File: config.mk
export PLATFORM = sky130hd
export DESIGN_NAME = lpbc_top
export DESIGN_NICKNAME = d
export VERILOG_FILES = /design/src/design/lpbc_pkg.sv /design/src/design/lpbc_fifo.sv /design/src/design/lpbc_top.sv
export VERILOG_INCLUDE_DIRS = /design/src /design/src/design
export SDC_FILE = /design/constraint.sdc
export NUM_CORES = 1
export LEC_CHECK = 0
export BUFFER_PORTS_ARGS = -buffer_cell sky130_fd_sc_hd__buf_2
export CORE_MARGIN = 8
export CORE_UTILIZATION = 25
export DETAILED_ROUTE_END_ITERATION = 10
export GPL_ROUTABILITY_DRIVEN = 0
export GPL_TIMING_DRIVEN = 1
export PLACE_DENSITY = 0.37
export REMOVE_ABC_BUFFERS = 1
export SYNTH_ARGS = -nofsm -noshare
export SYNTH_HDL_FRONTEND = slang
export SYNTH_SLANG_ARGS = --single-unit
File: constraint.sdc
create_clock -name i_ref_clk -period 6.53 [get_ports i_ref_clk]
set_clock_uncertainty 0.05 [all_clocks]
set_input_delay 1.306 -clock i_ref_clk [delete_from_list [all_inputs] [get_ports i_ref_clk]]
set_output_delay 1.306 -clock i_ref_clk [all_outputs]
set_load 0.02 [all_outputs]
File: src/design/lpbc_params.svh
// offsets, field positions, reset values and codes of the lane test block
`ifndef LPBC_PARAMS_SVH
`define LPBC_PARAMS_SVH

// ----------------------------------------------------------------------
// register map (byte addresses)
// ----------------------------------------------------------------------
`define LPBC_ADDR_W 20
`define LPBC_ADDR_CNT_HI 20'h130e4
`define LPBC_ADDR_CNT_LO 20'h130e8
`define LPBC_ADDR_PATTERN 20'h130ec
`define LPBC_ADDR_CTRL 20'h130f8

// ----------------------------------------------------------------------
// widths and reset values
// ----------------------------------------------------------------------
`define LPBC_CG_W 48
`define LPBC_ERR_W 16
`define LPBC_ZERO_WORD 32'h00000000
`define LPBC_PAT_RESET 32'h00000000
`define LPBC_PAT_MASK 32'h03ff03ff
`define LPBC_CG_RESET 48'h000000000000
`define LPBC_ERR_RESET 16'h0000
`define LPBC_ERR_MAX 16'hffff

// ----------------------------------------------------------------------
// fields (bus bit = 31 - register bit)
// ----------------------------------------------------------------------
`define LPBC_FIRST_MSB 9
`define LPBC_FIRST_LSB 0
`define LPBC_SECOND_MSB 25
`define LPBC_SECOND_LSB 16
`define LPBC_HI_CG_MSB 31
`define LPBC_HI_CG_LSB 16
`define LPBC_CG_SPLIT 32
`define LPBC_CTRL_ENABLE 0
`define LPBC_SEL_MSB 3
`define LPBC_SEL_LSB 1
`define LPBC_CTRL_CLEAR 4
`define LPBC_CTRL_FREEZE 5
`define LPBC_SEL_FIXED 3'h4

`endif

File: src/design/lpbc_pkg.sv
// types shared by the lane test block
package lpbc_pkg;

  // ----------------------------------------------------------------------
  // control fields held by software
  // ----------------------------------------------------------------------
  typedef struct packed {
    logic freeze_lane3_counting;
    logic [2:0] pattern_select;
    logic bert_enable;
  } lpbc_ctrl_type;

  // ----------------------------------------------------------------------
  // one register access as seen at the access edge
  // ----------------------------------------------------------------------
  typedef struct packed {
    logic wr;
    logic rd;
    logic [19:0] addr;
    logic [31:0] wdata;
  } lpbc_req_type;

  typedef enum logic [1:0] {
    LPBC_GEN_IDLE = 2'b00,
    LPBC_GEN_FIRST = 2'b01,
    LPBC_GEN_SECOND = 2'b10
  } lpbc_gen_state_type;

endpackage : lpbc_pkg

File: src/design/lpbc_fifo.sv
// code group fifo with valid and ready on both sides
module lpbc_fifo #(
  parameter int WIDTH = 10,
  parameter int DEPTH = 16
) (
  // clock and reset
  input wire logic i_ref_clk,
  input wire logic i_sys_rst,
  // fill side
  input wire logic i_in_valid,
  input wire logic [WIDTH-1:0] i_in_data,
  output logic o_in_ready,
  // drain side
  output logic o_out_valid,
  output logic [WIDTH-1:0] o_out_data,
  input wire logic i_out_ready
);

  localparam int AW = $clog2(DEPTH);
  localparam logic [AW:0] FULL = (AW+1)'(DEPTH);
  localparam logic [AW-1:0] LAST = AW'(DEPTH - 1);

  logic [WIDTH-1:0] mem_q [DEPTH];
  logic [AW-1:0] wr_ptr_q;
  logic [AW-1:0] rd_ptr_q;
  logic [AW:0] cnt_q;
  logic push;
  logic pop;

  assign o_in_ready = (cnt_q != FULL);
  assign o_out_valid = (cnt_q != '0);
  assign o_out_data = mem_q[rd_ptr_q];
  assign push = i_in_valid & o_in_ready;
  assign pop = o_out_valid & i_out_ready;

  always_ff @(posedge i_ref_clk) begin
    if (push) begin
      mem_q[wr_ptr_q] <= i_in_data;
    end
  end

  always_ff @(posedge i_ref_clk or posedge i_sys_rst) begin
    if (i_sys_rst) begin
      wr_ptr_q <= '0;
      rd_ptr_q <= '0;
    end else begin
      if (push) begin
        wr_ptr_q <= (wr_ptr_q == LAST) ? '0 : wr_ptr_q + 1'b1;
      end
      if (pop) begin
        rd_ptr_q <= (rd_ptr_q == LAST) ? '0 : rd_ptr_q + 1'b1;
      end
    end
  end

  always_ff @(posedge i_ref_clk or posedge i_sys_rst) begin
    if (i_sys_rst) begin
      cnt_q <= '0;
    end else if (push & ~pop) begin
      cnt_q <= cnt_q + 1'b1;
    end else if (pop & ~push) begin
      cnt_q <= cnt_q - 1'b1;
    end
  end

endmodule : lpbc_fifo

File: src/design/lpbc_top.sv
// lane test counters, fixed pattern source and apb register file
//
// Behaviour
// - 48-bit code group count, top 16 bits in first counter word.
// - low 32 bits of code group count fill the second word.
// - 16-bit mismatch count sits in the first word's low half.
// - zero write to a word zeroes the counter bits in that word; shared clear zeroes both counters.
// - both counters together give software the error rate operands.
// - the first fixed word goes out first, its top bit leading.
// - the second fixed word follows, its top bit leading.
// - both words go out as ready-made code groups, not re-encoded.
// - the two-word sequence repeats until the test is disabled.
// - reserved pattern bits read zero; both words reset to zero.
//
// Chosen here: the APB interface to the registers.
`include "lpbc_params.svh"

module lpbc_top import lpbc_pkg::*; #(
  parameter int GROUP_W = 10,
  parameter int FIFO_DEPTH = 16
) (
  // clock and reset
  input wire logic i_ref_clk,
  input wire logic i_sys_rst,
  // apb slave
  input wire logic i_psel,
  input wire logic i_penable,
  input wire logic i_pwrite,
  input wire logic [19:0] i_paddr,
  input wire logic [31:0] i_pwdata,
  output logic o_pready,
  output logic [31:0] o_prdata,
  output logic o_pslverr,
  // lane 3 checker results
  input wire logic i_rx_group_valid,
  input wire logic i_rx_group_mismatch,
  // lane 0 transmit code groups
  output logic o_tx_valid,
  output logic [GROUP_W-1:0] o_tx_group,
  input wire logic i_tx_ready,
  // status
  output logic o_fixed_active
);

  // ----------------------------------------------------------------------
  // declarations
  // ----------------------------------------------------------------------
  lpbc_ctrl_type ctrl_q;
  lpbc_req_type req;
  lpbc_gen_state_type gen_q;
  logic [31:0] pattern_q;
  logic [`LPBC_CG_W-1:0] cg_q;
  logic [`LPBC_CG_W-1:0] cg_sum;
  logic [`LPBC_CG_W-1:0] cg_d;
  logic [`LPBC_ERR_W-1:0] err_q;
  logic [`LPBC_ERR_W-1:0] err_d;
  logic [15:0] cg_hi;
  logic [31:0] cg_lo;
  logic pready_q;
  logic [31:0] prdata_q;
  logic pslverr_q;
  logic setup;
  logic hit_hi;
  logic hit_lo;
  logic hit_pat;
  logic hit_ctrl;
  logic [31:0] rd_word;
  logic rd_hit;
  logic clr_shared;
  logic clr_hi;
  logic clr_lo;
  logic count_en;
  logic err_en;
  logic fixed_sel;
  logic [GROUP_W-1:0] first_word;
  logic [GROUP_W-1:0] second_word;
  logic gen_valid;
  logic [GROUP_W-1:0] gen_data;
  logic gen_push;
  logic fifo_in_ready;
  logic fifo_out_valid;
  logic [GROUP_W-1:0] fifo_out_data;
  logic fifo_pop;
  logic tx_valid_q;
  logic [GROUP_W-1:0] tx_group_q;
  logic fixed_active_q;

  // ----------------------------------------------------------------------
  // apb decode
  // ----------------------------------------------------------------------
  assign setup = i_psel & ~i_penable;
  assign req.wr = i_psel & i_penable & pready_q & i_pwrite;
  assign req.rd = i_psel & i_penable & pready_q & ~i_pwrite;
  assign req.addr = i_paddr;
  assign req.wdata = i_pwdata;
  assign hit_hi = (req.addr == `LPBC_ADDR_CNT_HI);
  assign hit_lo = (req.addr == `LPBC_ADDR_CNT_LO);
  assign hit_pat = (req.addr == `LPBC_ADDR_PATTERN);
  assign hit_ctrl = (req.addr == `LPBC_ADDR_CTRL);

  assign cg_hi = cg_q[`LPBC_CG_W-1:`LPBC_CG_SPLIT];
  assign cg_lo = cg_q[`LPBC_CG_SPLIT-1:0];

  // ----------------------------------------------------------------------
  // read mux
  // ----------------------------------------------------------------------
  // msb-0 numbering: register bits 0:15 land on bus bits 31:16
  always_comb begin
    rd_word = `LPBC_ZERO_WORD;
    rd_hit = 1'b1;
    case (1'b1)
      hit_hi: begin
        rd_word = {cg_hi, err_q};
      end
      hit_lo: begin
        rd_word = cg_lo;
      end
      hit_pat: begin
        rd_word = pattern_q & `LPBC_PAT_MASK;
      end
      hit_ctrl: begin
        rd_word[`LPBC_CTRL_ENABLE] = ctrl_q.bert_enable;
        rd_word[`LPBC_SEL_MSB:`LPBC_SEL_LSB] = ctrl_q.pattern_select;
        rd_word[`LPBC_CTRL_FREEZE] = ctrl_q.freeze_lane3_counting;
      end
      default: begin
        rd_hit = 1'b0;
      end
    endcase
  end

  // ----------------------------------------------------------------------
  // apb answer: one wait-free access phase after every setup
  // ----------------------------------------------------------------------
  // read data is caught at setup; software freezes counting first so
  // the two counter words belong to the same instant
  always_ff @(posedge i_ref_clk or posedge i_sys_rst) begin
    if (i_sys_rst) begin
      pready_q <= 1'b0;
      prdata_q <= `LPBC_ZERO_WORD;
      pslverr_q <= 1'b0;
    end else if (setup & ~pready_q) begin
      pready_q <= 1'b1;
      prdata_q <= i_pwrite ? `LPBC_ZERO_WORD : rd_word;
      pslverr_q <= ~rd_hit;
    end else begin
      pready_q <= 1'b0;
      prdata_q <= `LPBC_ZERO_WORD;
      pslverr_q <= 1'b0;
    end
  end

  assign o_pready = pready_q;
  assign o_prdata = prdata_q;
  assign o_pslverr = pslverr_q;

  // ----------------------------------------------------------------------
  // pattern and control registers
  // ----------------------------------------------------------------------
  always_ff @(posedge i_ref_clk or posedge i_sys_rst) begin
    if (i_sys_rst) begin
      pattern_q <= `LPBC_PAT_RESET;
    end else if (req.wr & hit_pat) begin
      pattern_q <= req.wdata & `LPBC_PAT_MASK;
    end
  end

  always_ff @(posedge i_ref_clk or posedge i_sys_rst) begin
    if (i_sys_rst) begin
      ctrl_q <= '0;
    end else if (req.wr & hit_ctrl) begin
      ctrl_q.bert_enable <= req.wdata[`LPBC_CTRL_ENABLE];
      ctrl_q.pattern_select <= req.wdata[`LPBC_SEL_MSB:`LPBC_SEL_LSB];
      ctrl_q.freeze_lane3_counting <= req.wdata[`LPBC_CTRL_FREEZE];
    end
  end

  // ----------------------------------------------------------------------
  // lane 3 counters
  // ----------------------------------------------------------------------
  assign clr_shared = req.wr & hit_ctrl & req.wdata[`LPBC_CTRL_CLEAR];
  assign clr_hi = req.wr & hit_hi & (req.wdata == `LPBC_ZERO_WORD);
  assign clr_lo = req.wr & hit_lo & (req.wdata == `LPBC_ZERO_WORD);
  assign count_en = i_rx_group_valid & ~ctrl_q.freeze_lane3_counting;
  assign err_en = count_en & i_rx_group_mismatch;

  // a group arriving with a clear is counted after the clear
  always_comb begin
    cg_sum = cg_q + `LPBC_CG_W'(count_en);
    cg_d = cg_sum;
    if (clr_shared) begin
      cg_d = `LPBC_CG_W'(count_en);
    end else begin
      if (clr_hi) begin
        cg_d[`LPBC_CG_W-1:`LPBC_CG_SPLIT] = '0;
      end
      // the low clear must not carry into the untouched high part
      if (clr_lo) begin
        cg_d = {cg_q[`LPBC_CG_W-1:`LPBC_CG_SPLIT],
                32'(count_en)};
      end
    end
  end

  // the error count sticks at its top value rather than wrapping,
  // so a long run never reports a falsely low rate
  always_comb begin
    err_d = err_q;
    if (clr_shared | clr_hi) begin
      err_d = `LPBC_ERR_W'(err_en);
    end else if (err_en & (err_q != `LPBC_ERR_MAX)) begin
      err_d = err_q + 1'b1;
    end
  end

  always_ff @(posedge i_ref_clk or posedge i_sys_rst) begin
    if (i_sys_rst) begin
      cg_q <= `LPBC_CG_RESET;
      err_q <= `LPBC_ERR_RESET;
    end else begin
      cg_q <= cg_d;
      err_q <= err_d;
    end
  end

  // ----------------------------------------------------------------------
  // lane 0 fixed pattern source
  // ----------------------------------------------------------------------
  assign fixed_sel = ctrl_q.bert_enable &
                     (ctrl_q.pattern_select == `LPBC_SEL_FIXED);
  assign first_word = pattern_q[`LPBC_FIRST_MSB:`LPBC_FIRST_LSB];
  assign second_word = pattern_q[`LPBC_SECOND_MSB:`LPBC_SECOND_LSB];
  assign gen_valid = (gen_q != LPBC_GEN_IDLE) & fixed_sel;
  assign gen_push = gen_valid & fifo_in_ready;

  // words go out raw; bit 9 of a group is the first on the wire
  always_comb begin
    case (gen_q)
      LPBC_GEN_FIRST: begin
        gen_data = first_word;
      end
      LPBC_GEN_SECOND: begin
        gen_data = second_word;
      end
      default: begin
        gen_data = first_word;
      end
    endcase
  end

  always_ff @(posedge i_ref_clk or posedge i_sys_rst) begin
    if (i_sys_rst) begin
      gen_q <= LPBC_GEN_IDLE;
    end else if (!fixed_sel) begin
      gen_q <= LPBC_GEN_IDLE;
    end else begin
      case (gen_q)
        LPBC_GEN_IDLE: begin
          gen_q <= LPBC_GEN_FIRST;
        end
        LPBC_GEN_FIRST: begin
          if (gen_push) begin
            gen_q <= LPBC_GEN_SECOND;
          end
        end
        LPBC_GEN_SECOND: begin
          if (gen_push) begin
            gen_q <= LPBC_GEN_FIRST;
          end
        end
        default: begin
          gen_q <= LPBC_GEN_IDLE;
        end
      endcase
    end
  end

  // ----------------------------------------------------------------------
  // buffer and transmit stage
  // ----------------------------------------------------------------------
  // groups already queued still drain after disable; the lane never
  // sees a word cut in half
  lpbc_fifo #(
    .WIDTH(GROUP_W),
    .DEPTH(FIFO_DEPTH)
  ) u_fifo (
    .i_ref_clk(i_ref_clk),
    .i_sys_rst(i_sys_rst),
    .i_in_valid(gen_valid),
    .i_in_data(gen_data),
    .o_in_ready(fifo_in_ready),
    .o_out_valid(fifo_out_valid),
    .o_out_data(fifo_out_data),
    .i_out_ready(fifo_pop)
  );

  assign fifo_pop = ~tx_valid_q | i_tx_ready;

  always_ff @(posedge i_ref_clk or posedge i_sys_rst) begin
    if (i_sys_rst) begin
      tx_valid_q <= 1'b0;
      tx_group_q <= '0;
    end else if (fifo_pop) begin
      tx_valid_q <= fifo_out_valid;
      if (fifo_out_valid) begin
        tx_group_q <= fifo_out_data;
      end
    end
  end

  always_ff @(posedge i_ref_clk or posedge i_sys_rst) begin
    if (i_sys_rst) begin
      fixed_active_q <= 1'b0;
    end else begin
      fixed_active_q <= fixed_sel;
    end
  end

  assign o_tx_valid = tx_valid_q;
  assign o_tx_group = tx_group_q;
  assign o_fixed_active = fixed_active_q;
endmodule : lpbc_top

== Word-level counts from Yosys, hierarchy flattened ==
Memory sizes are Yosys's and may differ from the RTL's. A register that Yosys moved wholly into a read port is not among the register bits.
Index checks and enable logic that the tools add are counted.

* Flip-flop bits (word level): 140
* Bits in latches: 0
* Memory bits (writable): 160
* ROM bits: 0
* Input bits: 60
* Output and inout bits: 46
* Word-level logic and storage cells: 113
* Memories kept: 1

{| class="wikitable"
|+ Memory list
! memory !! depth !! bits a word !! rd ports !! clocked after memory_dff !! write ports !! RTL line !! source
|-
| u_fifo.mem_q || 16 || 10 || 1 || 1 || 1 || lpbc_fifo.sv:23 || <nowiki>logic [WIDTH-1:0] mem_q [DEPTH];</nowiki>
|}

* $add $sub $neg: 6
* Multiply operators: 0
* Divide/modulo/power cells: 0
* $lt $le $gt $ge: 0
* Eq/ne operators: 14
* Shifts and indexed selects: 0
* Muxes and demuxes: 38
* Bitwise logic cells: 30
* Reductions and logical operators: 8

{| class="wikitable"
|+ Operators by type and width
! cell !! number
|-
| 2-to-1 mux 48 bit || 2
|-
| equality test 20 x 17 -> 1 bit (second input constant) || 4
|-
| 2-to-1 mux 32 bit || 2
|-
| 2-to-1 mux 26 bit || 2
|-
| adder 48 x 1 -> 48 bit || 1
|-
| 2-to-1 mux 16 bit || 3
|-
| logical NOT 32 bit || 1
|-
| 2-to-1 mux 4 bit || 6
|-
| bitwise AND 1 bit || 21
|-
| 2-to-1 mux 20 bit || 1
|-
| adder 16 x 1 -> 16 bit (second input constant) || 1
|-
| inequality test 16 bit (second input constant) || 1
|-
| 2-to-1 mux 1 bit || 15
|-
| 2-to-1 mux 10 bit || 1
|-
| 2-to-1 mux 5 bit || 2
|-
| adder 4 x 1 -> 4 bit (second input constant) || 2
|-
| equality test 4 bit (second input constant) || 2
|-
| inverter 1 bit || 7
|-
| 2-to-1 mux 2 bit || 3
|-
| inequality test 3 x 2 -> 1 bit (second input constant) || 2
|-
| one-hot mux 2 bit (3 select lines) || 1
|-
| nonzero test 2 bit || 3
|-
| adder 5 x 1 -> 5 bit (second input constant) || 1
|-
| inequality test 5 bit (second input constant) || 1
|-
| other kinds (9) || 11
|}

== Longest topological paths before layout ==
Gate-level depths: netlist (run 1).

* Word-level depth: 8
* Mapped depth: 12
* Mapped depth without buffers: 12

== Modules after synthesis ==
A second synthesis (run 1) with hierarchy kept.

* Cell total of the unflattened synthesis: 967
* Area, all modules: 13,660.6 µm²

{| class="wikitable"
|+ By module, submodules not included
! module !! instances !! cells each !! area each (µm²) !! seq. area each (µm²)
|-
| lpbc_fifo || 1 || 346 || 6,906.6 || 5,129.9
|-
| lpbc_top || 1 || 621 || 6,754.0 || 3,428.3
|}

== Worst setup path after synthesis (run 1) ==
No wires, ideal clock.

* Kind: input to register
* Start: input port i_tx_ready
* End: register u_fifo.cnt_q[4]
* Library setup time: 0.125 ns
* Arrival: 3.231 ns
* Data required time: 6.355 ns
* Slack: 3.123 ns
* Stages: 11
* Buffers on the path: 1
* Cells stage by stage: nand2b_1 -> o21ai_1 -> buf_2 -> ha_1 -> inv_1 -> fa_1 -> a21o_1 -> a21oi_1 -> xnor2_1 -> nor2_1 -> xor2_1

* Longest elaborated chain between the ends: 5
* Elaborated cells between the ends (all ways): 7
* Classes of those cells: mux: 1; bitwise: 5; reduce/logical: 1

{| class="wikitable"
|+ Ends and longest elaborated chain
! what !! RTL line !! source
|-
| from (decl) || lpbc_top.sv:40 || <nowiki>input wire logic i_tx_ready,</nowiki>
|-
| bitwise OR 1 bit (*) || lpbc_top.sv:297 || <nowiki>assign fifo_pop = ~tx_valid_q | i_tx_ready;</nowiki>
|-
| bitwise AND 1 bit (*) || lpbc_fifo.sv:34 || <nowiki>assign pop = o_out_valid & i_out_ready;</nowiki>
|-
| inverter 1 bit || lpbc_fifo.sv:59 || <nowiki>end else if (push & ~pop) begin</nowiki>
|-
| bitwise AND 1 bit || lpbc_fifo.sv:59 ||
|-
| 2-to-1 mux 5 bit or nonzero test 2 bit (tied branches) || n/a ||
|-
| to (signal assigned) || lpbc_fifo.sv:60 || <nowiki>cnt_q <= cnt_q + 1'b1;</nowiki>
|-
| to (signal assigned) || lpbc_fifo.sv:62 || <nowiki>cnt_q <= cnt_q - 1'b1;</nowiki>
|-
| to (decl) || lpbc_fifo.sv:26 || <nowiki>logic [AW:0] cnt_q;</nowiki>
|}

Every way passes the cells marked *; elsewhere a longest branch is shown, timed or not.
A chain may end at the register's enable or synchronous reset.

== Final worst setup path (run 1) ==
* Start: input port i_pwdata[13]
* End: register cg_q[38]

* Longest elaborated chain between the ends: 5
* Elaborated cells between the ends (all ways): 7
* Classes of those cells: eq/ne: 1; mux: 3; bitwise: 2; reduce/logical: 1

{| class="wikitable"
|+ Ends and longest elaborated chain
! what !! RTL line !! source
|-
| from (decl) || lpbc_top.sv:30 || <nowiki>input wire logic [31:0] i_pwdata,</nowiki>
|-
| logical NOT 32 bit (no line) (*) || n/a ||
|-
| bitwise AND 1 bit || lpbc_top.sv:182 || <nowiki>assign clr_hi = req.wr & hit_hi & (req.wdata == `LPBC_ZERO_WORD);</nowiki>
|-
| 2-to-1 mux 16 bit || lpbc_top.sv:194 || <nowiki>if (clr_hi) begin</nowiki>
|-
| 2-to-1 mux 48 bit || lpbc_top.sv:198 || <nowiki>if (clr_lo) begin</nowiki>
|-
| 2-to-1 mux 48 bit || lpbc_top.sv:191 || <nowiki>if (clr_shared) begin</nowiki>
|-
| to (signal assigned) || lpbc_top.sv:218 || <nowiki>cg_q <= `LPBC_CG_RESET;</nowiki>
|-
| to (signal assigned) || lpbc_top.sv:221 || <nowiki>cg_q <= cg_d;</nowiki>
|-
| to (decl) || lpbc_top.sv:52 || <nowiki>logic [`LPBC_CG_W-1:0] cg_q;</nowiki>
|}

Every way passes the cells marked *; elsewhere a longest branch is shown, timed or not. The select of a mux whose other input is x is not followed.

==> out/results.tsv, run 1 <==
metric	value	unit
outcome	completed	
placed cells	1765	
Worst Hold Slack	0.421	ns
hold path depth	2	
endpoints failing setup	0	
Yosys cell types	59	
final setup margin	2.77	ns
Max VDD drop	0.000151	V
Initial DRT Pass Iterations	4	
Setup crit end kind	flop	
die area	0.0622	mm^2
Post-Route Utilization	30.3	%
Hold/Removal Path Class	flop to flop	
post-synth top area cell	edfxtp_1	
Nets	1182	
CP max FO	21	
FMAX	0.266	GHz
Slew Viols, Final	0	
R2R setup slack	3.00	ns
chip height	249	um
initial core utilization	25.3	%
Mapped Cells	987	
layout cells sized above 1	26.4	%
Tot Pwr	4.41	mW
fillcell total	5475	
Worst-Skew Late Latency	0.54	ns
synthesized area	0.0136	mm^2
Antenna Violating Nets Remaining	0	
pre-CTS setup slack	2.09	ns
CP Launch Type	primary input	
Hold Path Sink	o_tx_group[9]$_DFFE_PP0P_	
Post-Syn Area per Cell	13.8	um^2
Via density	4.66	
worst hold path startpoint	o_tx_group[9]$_DFFE_PP0P_	
routed length per instance	21.3	um
final wirelength	39000	um
DP Area	0.0150	mm^2
ANT cells	0	
top cells by area, synth	edfxtp_1 35%, dfrtp_1 28%, mux4_2 8.3%	
Clock Tree Root	clkbuf_16	
area delta synth->final	19.6	%
total CTS buffers	38	
Post-synth EDFFs	160	
global route overflow	0	
Multi-input gate area	0.00485	mm^2
Yosys top cell area share	35.3	%
setup TNS	0	ns
register area	0.00856	mm^2
H-tree levels	2	
design area	0.0163	mm^2
All-Layer GR Usage	12.5	%
number of port buffers	105	
min Tclk post-route	3.76	ns
commonest non-fill, non-tap cell in the layout	edfxtp_1	
first-pass GRT wire length	60000	um
count of state elements after synthesis	310	
fin crit share	57.5	%
row cnt	85	
share of synthesized flip-flops with an asynchronous set or reset	48.4	%
sequential fraction of the synthesis area	62.8	%
vias in the first global route	9094	
IO Pins	106	
worst reg2reg startpoint	u_fifo.cnt_q[0]$_DFFE_PP0P_	
Longest Clk Path Bufs	3	
CP Class	primary input to flop	
CP Data Arrival Time	4.14	ns
Slew @ Worst Pin	1.10	ns
hold buffers post-CTS	0	
Sink Count	310	
Worst R2R End	u_fifo.cnt_q[4]$_DFFE_PP0P_	
cell area power density	271	mW/mm^2
Synth Flop Type	edfxtp_1	
Hold Vio Cnt, Final	0	
crit path from	i_pwdata[13]	
Yosys warning count	0	
largest net degree at the start of global routing	60	
# DRC	0	
HPWL after DPL	26200	um
placeable core area	0.0538	mm^2
initial antenna violation count	0	
via count	8548	
TritonCTS clock tree	yes	
Pleak	5.90	nW
Max-slew headroom	26.0	%
Max-Cap Viols	0	
clk slew on worst S/H paths	0.06	ns
most frequent cells in the layout	160 x edfxtp_1, 148 x dfrtp_1, 105 x buf_2, 99 x nor2_1, 67 x nand2_1	
FF-to-FF path depth	10	
final std cells w/o fill	1833	
RSZ-0062 raised after global routing	false	
die width	249	um
CP Data Required Time	6.91	ns
post-cts resize count	0	
setup repair bufs after CTS	0	
Iter 0 DRT Violations	638	
[logic make-up after synthesis]
family,share of synthesized area [%]
and+or+nand+nor,13.1
muxes,12.1
AOI/OAI and AO/OA,5.35
adders and majority gates,1.25
xor gates and xnor gates,3.28
DFF,62.8
buffers and inverters,2.05
[worst max-delay path, stage by stage]
cell	delay [ns]
buf_2	0.10
nor4_1	0.92
nand4_1	0.35
nor4_1	0.43
o21a_1	0.58
o21ai_0	0.19
a22o_1	0.25
[sequential cells by signal, indices dropped and copies added (netlist names), 5 cells and up]
name,flops
cg_q,48
ctrl_q,5
pattern_q,20
o_prdata,32
u_fifo.cnt_q,5
u_fifo.mem_q,160
o_tx_group,10
err_q,16
[layer usage]
| layer | part of all wire, % | up-vias | global-route usage, % | wire, um |
|---|---|---|---|---|
| li1 | - | 3974 | - | - |
| met1 | 46 | 4346 | 16.5 | 17800 |
| met2 | 48 | 180 | 20.7 | 18900 |
| met3 | 4.1 | 48 | 2.37 | 1600 |
| met4 | 2.0 | 0 | 3.58 | 770 |
| met5 | 0 | - | 0 | 0 |
[where the power goes]
group	total, mW	internal (mW)	switching [mW]
Clock	2.14	1.30	0.843
Sequential	2.13	2.08	0.0492
Combinational	0.141	0.0585	0.0827
[cell usage after synthesis, types with 7 or more instances]
master / count
and2_1: 8
o21ai_0: 27
clkbuf_1: 21
nor2_1: 99
buf_2: 15
nor4_1: 21
xnor2_1: 23
a22oi_1: 13
mux4_2: 50
o22ai_1: 10
mux2_2: 45
ha_1: 12
nor2b_1: 8
nand3_1: 34
o21ai_1: 12
dfrtp_1: 150
nor3_1: 30
nand4_1: 18
and3_1: 18
edfxtp_1: 160
inv_1: 19
nand2_1: 67
a221oi_1: 15
a21oi_1: 7
a21o_1: 11
xor2_1: 28
[area by class of cell]
cell class | instances | share of cell area (%)
multi-input combinational | 615 | 29.8
sequential | 310 | 52.6
clock inverter | 15 | 0.960
timing repair buffer | 124 | 4.10
clock buffer | 53 | 6.76
inverter | 20 | 0.492
tap | 696 | 5.35
[how the worst max path moves through the flow]
stage	end	slack [ns]
6_report	cg_q[38]$_DFFE_PP0P_	2.77
5_1_grt	cg_q[38]$_DFFE_PP0P_	2.55
4_1_cts	cg_q[38]$_DFFE_PP0P_	2.69
2_1_floorplan	cg_q[0]$_DFF_PP0_	1.14
3_5_place_dp	cg_q[38]$_DFFE_PP0P_	2.09
3_3_place_gp	cg_q[38]$_DFFE_PP0P_	2.10
No activity file was read; power rests on OpenSTA's default activity.
==> inputs of run 2 (changes only) <==
Settings changed: PLACE_DENSITY 0.37 to 0.38.
Clock period 6.53 ns to 3.1 ns, I/O delays scaled along.
==> run 2 against run 1 <==
Effect of this change:
- power grew 110%
- clock-buffer cell count up 1
- core utilization grew 0.57 points
- cell area up 1.9%
- sequential cell count stayed put
- wire length rose by 0.78%
- clock power up 110%
- largest cell class unchanged
- highest routed layer unchanged
==> out/results.tsv, run 2 (same netlist as run 1, synthesis figures left out) <==
metric	value	unit	change
outcome	completed		
Max-slew headroom	49.8	%	+24 points
sw frac	22.4	%	+0.33 points
Post-Route Utilization	30.8	%	+0.57 points
Sink Count	310		unchanged
clk slew on worst S/H paths	0.06	ns	about the same
# DRC	0		unchanged
Hold Vio Cnt, Final	0		unchanged
row cnt	85		unchanged
global route overflow	0		unchanged
Nets	1215		+2.8%
commonest non-fill, non-tap cell in the layout	edfxtp_1		
Initial DRT Pass Iterations	5		+1
Worst Hold Slack	0.0269	ns	-0.394 ns
combinational power share	3.4	%	+0.2 points
CP Launch Type	flop		
register area	0.00856	mm^2	unchanged
TritonCTS clock tree	yes		
CP Data Arrival Time	3.15	ns	-0.99 ns
R2R setup slack	0.32	ns	-2.68 ns
Slew Viols, Final	0		unchanged
fillcell total	5440		-0.64%
Psw	2.06	mW	+110%
CP Class	flop to flop		
first-pass GRT wire length	59900	um	-0.10%
initial core utilization	25.3	%	unchanged
largest net degree at the start of global routing	47		-22%
Clock power frac	47.8	%	-0.7 points
Worst-Skew Late Latency	0.56	ns	+0.02 ns
max reg flops	160		unchanged
cell area power density	554	mW/mm^2	+100%
All-Layer GR Usage	12.5	%	+0.049 points
H-tree levels	2		unchanged
Pleak	6.09	nW	+3.2%
Multi-input gate area	0.00485	mm^2	+0.13%
hold buffers post-CTS	0		unchanged
Setup crit end kind	flop		
layout cells sized above 1	28.6	%	+2.2 points
routed length per instance	21.0	um	-1.1%
Max VDD drop	0.000305	V	+100%
RSZ-0062 raised after global routing	false		
number of port buffers	105		unchanged
die width	249	um	unchanged
chip height	249	um	unchanged
placeable core area	0.0538	mm^2	unchanged
Reg power frac	48.8	%	+0.5 points
vias in the first global route	9295		+2.2%
FMAX	0.360	GHz	
die area	0.0622	mm^2	unchanged
Iter 0 DRT Violations	553		-13%
min Tclk post-route	2.78	ns	
Hold/Removal Path Class	primary input to asynchronous set/reset pin		
most frequent cells in the layout	160 x edfxtp_1, 148 x dfrtp_1, 105 x buf_2, 99 x nor2_1, 67 x nand2_1		
initial antenna violation count	0		unchanged
Via density	4.68		+0.32%
HPWL after DPL	27700	um	+5.6%
Max-Cap Viols	0		unchanged
setup repair bufs after CTS	0		unchanged
Antenna Violating Nets Remaining	0		unchanged
Clock Tree Root	clkbuf_16		
CP max FO	5		-76%
Int Pwr	7.13	mW	+110%
via count	8739		+2.2%
CP Data Required Time	3.47	ns	-3.44 ns
fin crit share	89.6	%	
area delta synth->final	21.8	%	
total CTS buffers	38		unchanged
Longest Clk Path Bufs	3		unchanged
IO Pins	106		unchanged
Biggest register	u_fifo.mem_q		
endpoints failing setup	0		unchanged
Slew @ Worst Pin	0.752	ns	-0.348 ns
post-cts resize count	0		unchanged
final wirelength	39300	um	+0.78%
## run 2: metal layers
layer  routed length, um  track usage, %  share of wire [%]
met1               18400            16.8                 47
met2               18600            20.4                 47
met3                1440            2.42                3.7
met4                 838            3.95                2.1
met5                   0               0                  0
## run 2: through the flow
stage	setup TNS, ns	instances	total power, mW	instance area [um^2]	worst slack [ns]
6_report	0	1868	9.20	16600	0.323
5_1_grt	0	1867	9.57	16600	0.106
4_1_cts	0	1867	9.37	16600	0.258
3_5_place_dp	0	1798	4.89	15400	0.236
3_3_place_gp	0	1798	4.88	15400	0.237
2_1_floorplan	-242.73	945	4.72	13400	-1.61
## run 2: cell type report
type	count	area share, %
clock buffer	54	6.34
sequential	310	51.6
inverter	20	0.483
antenna	1	0.0151
clock inverter	15	1.01
timing repair buffer	157	6.05
tap	696	5.25
multi-input combinational	615	29.3
## run 2: final timing paths
path                                        startpoint                           to  cells after the start
setup / recovery           u_fifo.cnt_q[1]$_DFFE_PP0P_  u_fifo.cnt_q[4]$_DFFE_PP0P_                     10
hold reg to reg              o_tx_group[9]$_DFFE_PP0P_    o_tx_group[9]$_DFFE_PP0P_                      2
hold / removal                               i_sys_rst     o_fixed_active$_DFF_PP0_                      2
setup reg to reg           u_fifo.cnt_q[1]$_DFFE_PP0P_  u_fifo.cnt_q[4]$_DFFE_PP0P_                     10
min in group i_ref_clk                     i_pwdata[7]     pattern_q[7]$_DFFE_PP0P_                      2
max in group asynchronous                    i_sys_rst        err_q[15]$_DFFE_PP0P_                      3
## run 2: power groups by stage
stage / Sequential, mW / Combinational [mW] / Clock (mW)
2_1_floorplan: 4.53 / 0.190 / 0
3_3_place_gp: 4.57 / 0.315 / 0
3_5_place_dp: 4.57 / 0.319 / 0
4_1_cts: 4.49 / 0.321 / 4.56
5_1_grt: 4.50 / 0.362 / 4.71
6_report: 4.49 / 0.311 / 4.40
## run 2: critical path, cell delays in order, from the launching register on
cell and delay [ns]:
dfrtp_1 0.44, or4_1 0.59, o21ai_2 0.16, ha_1 0.20, inv_1 0.10, fa_1 0.41, a21o_1 0.18, a21oi_1 0.18
xnor2_1 0.14, nor2_1 0.07, xor2_1 0.14
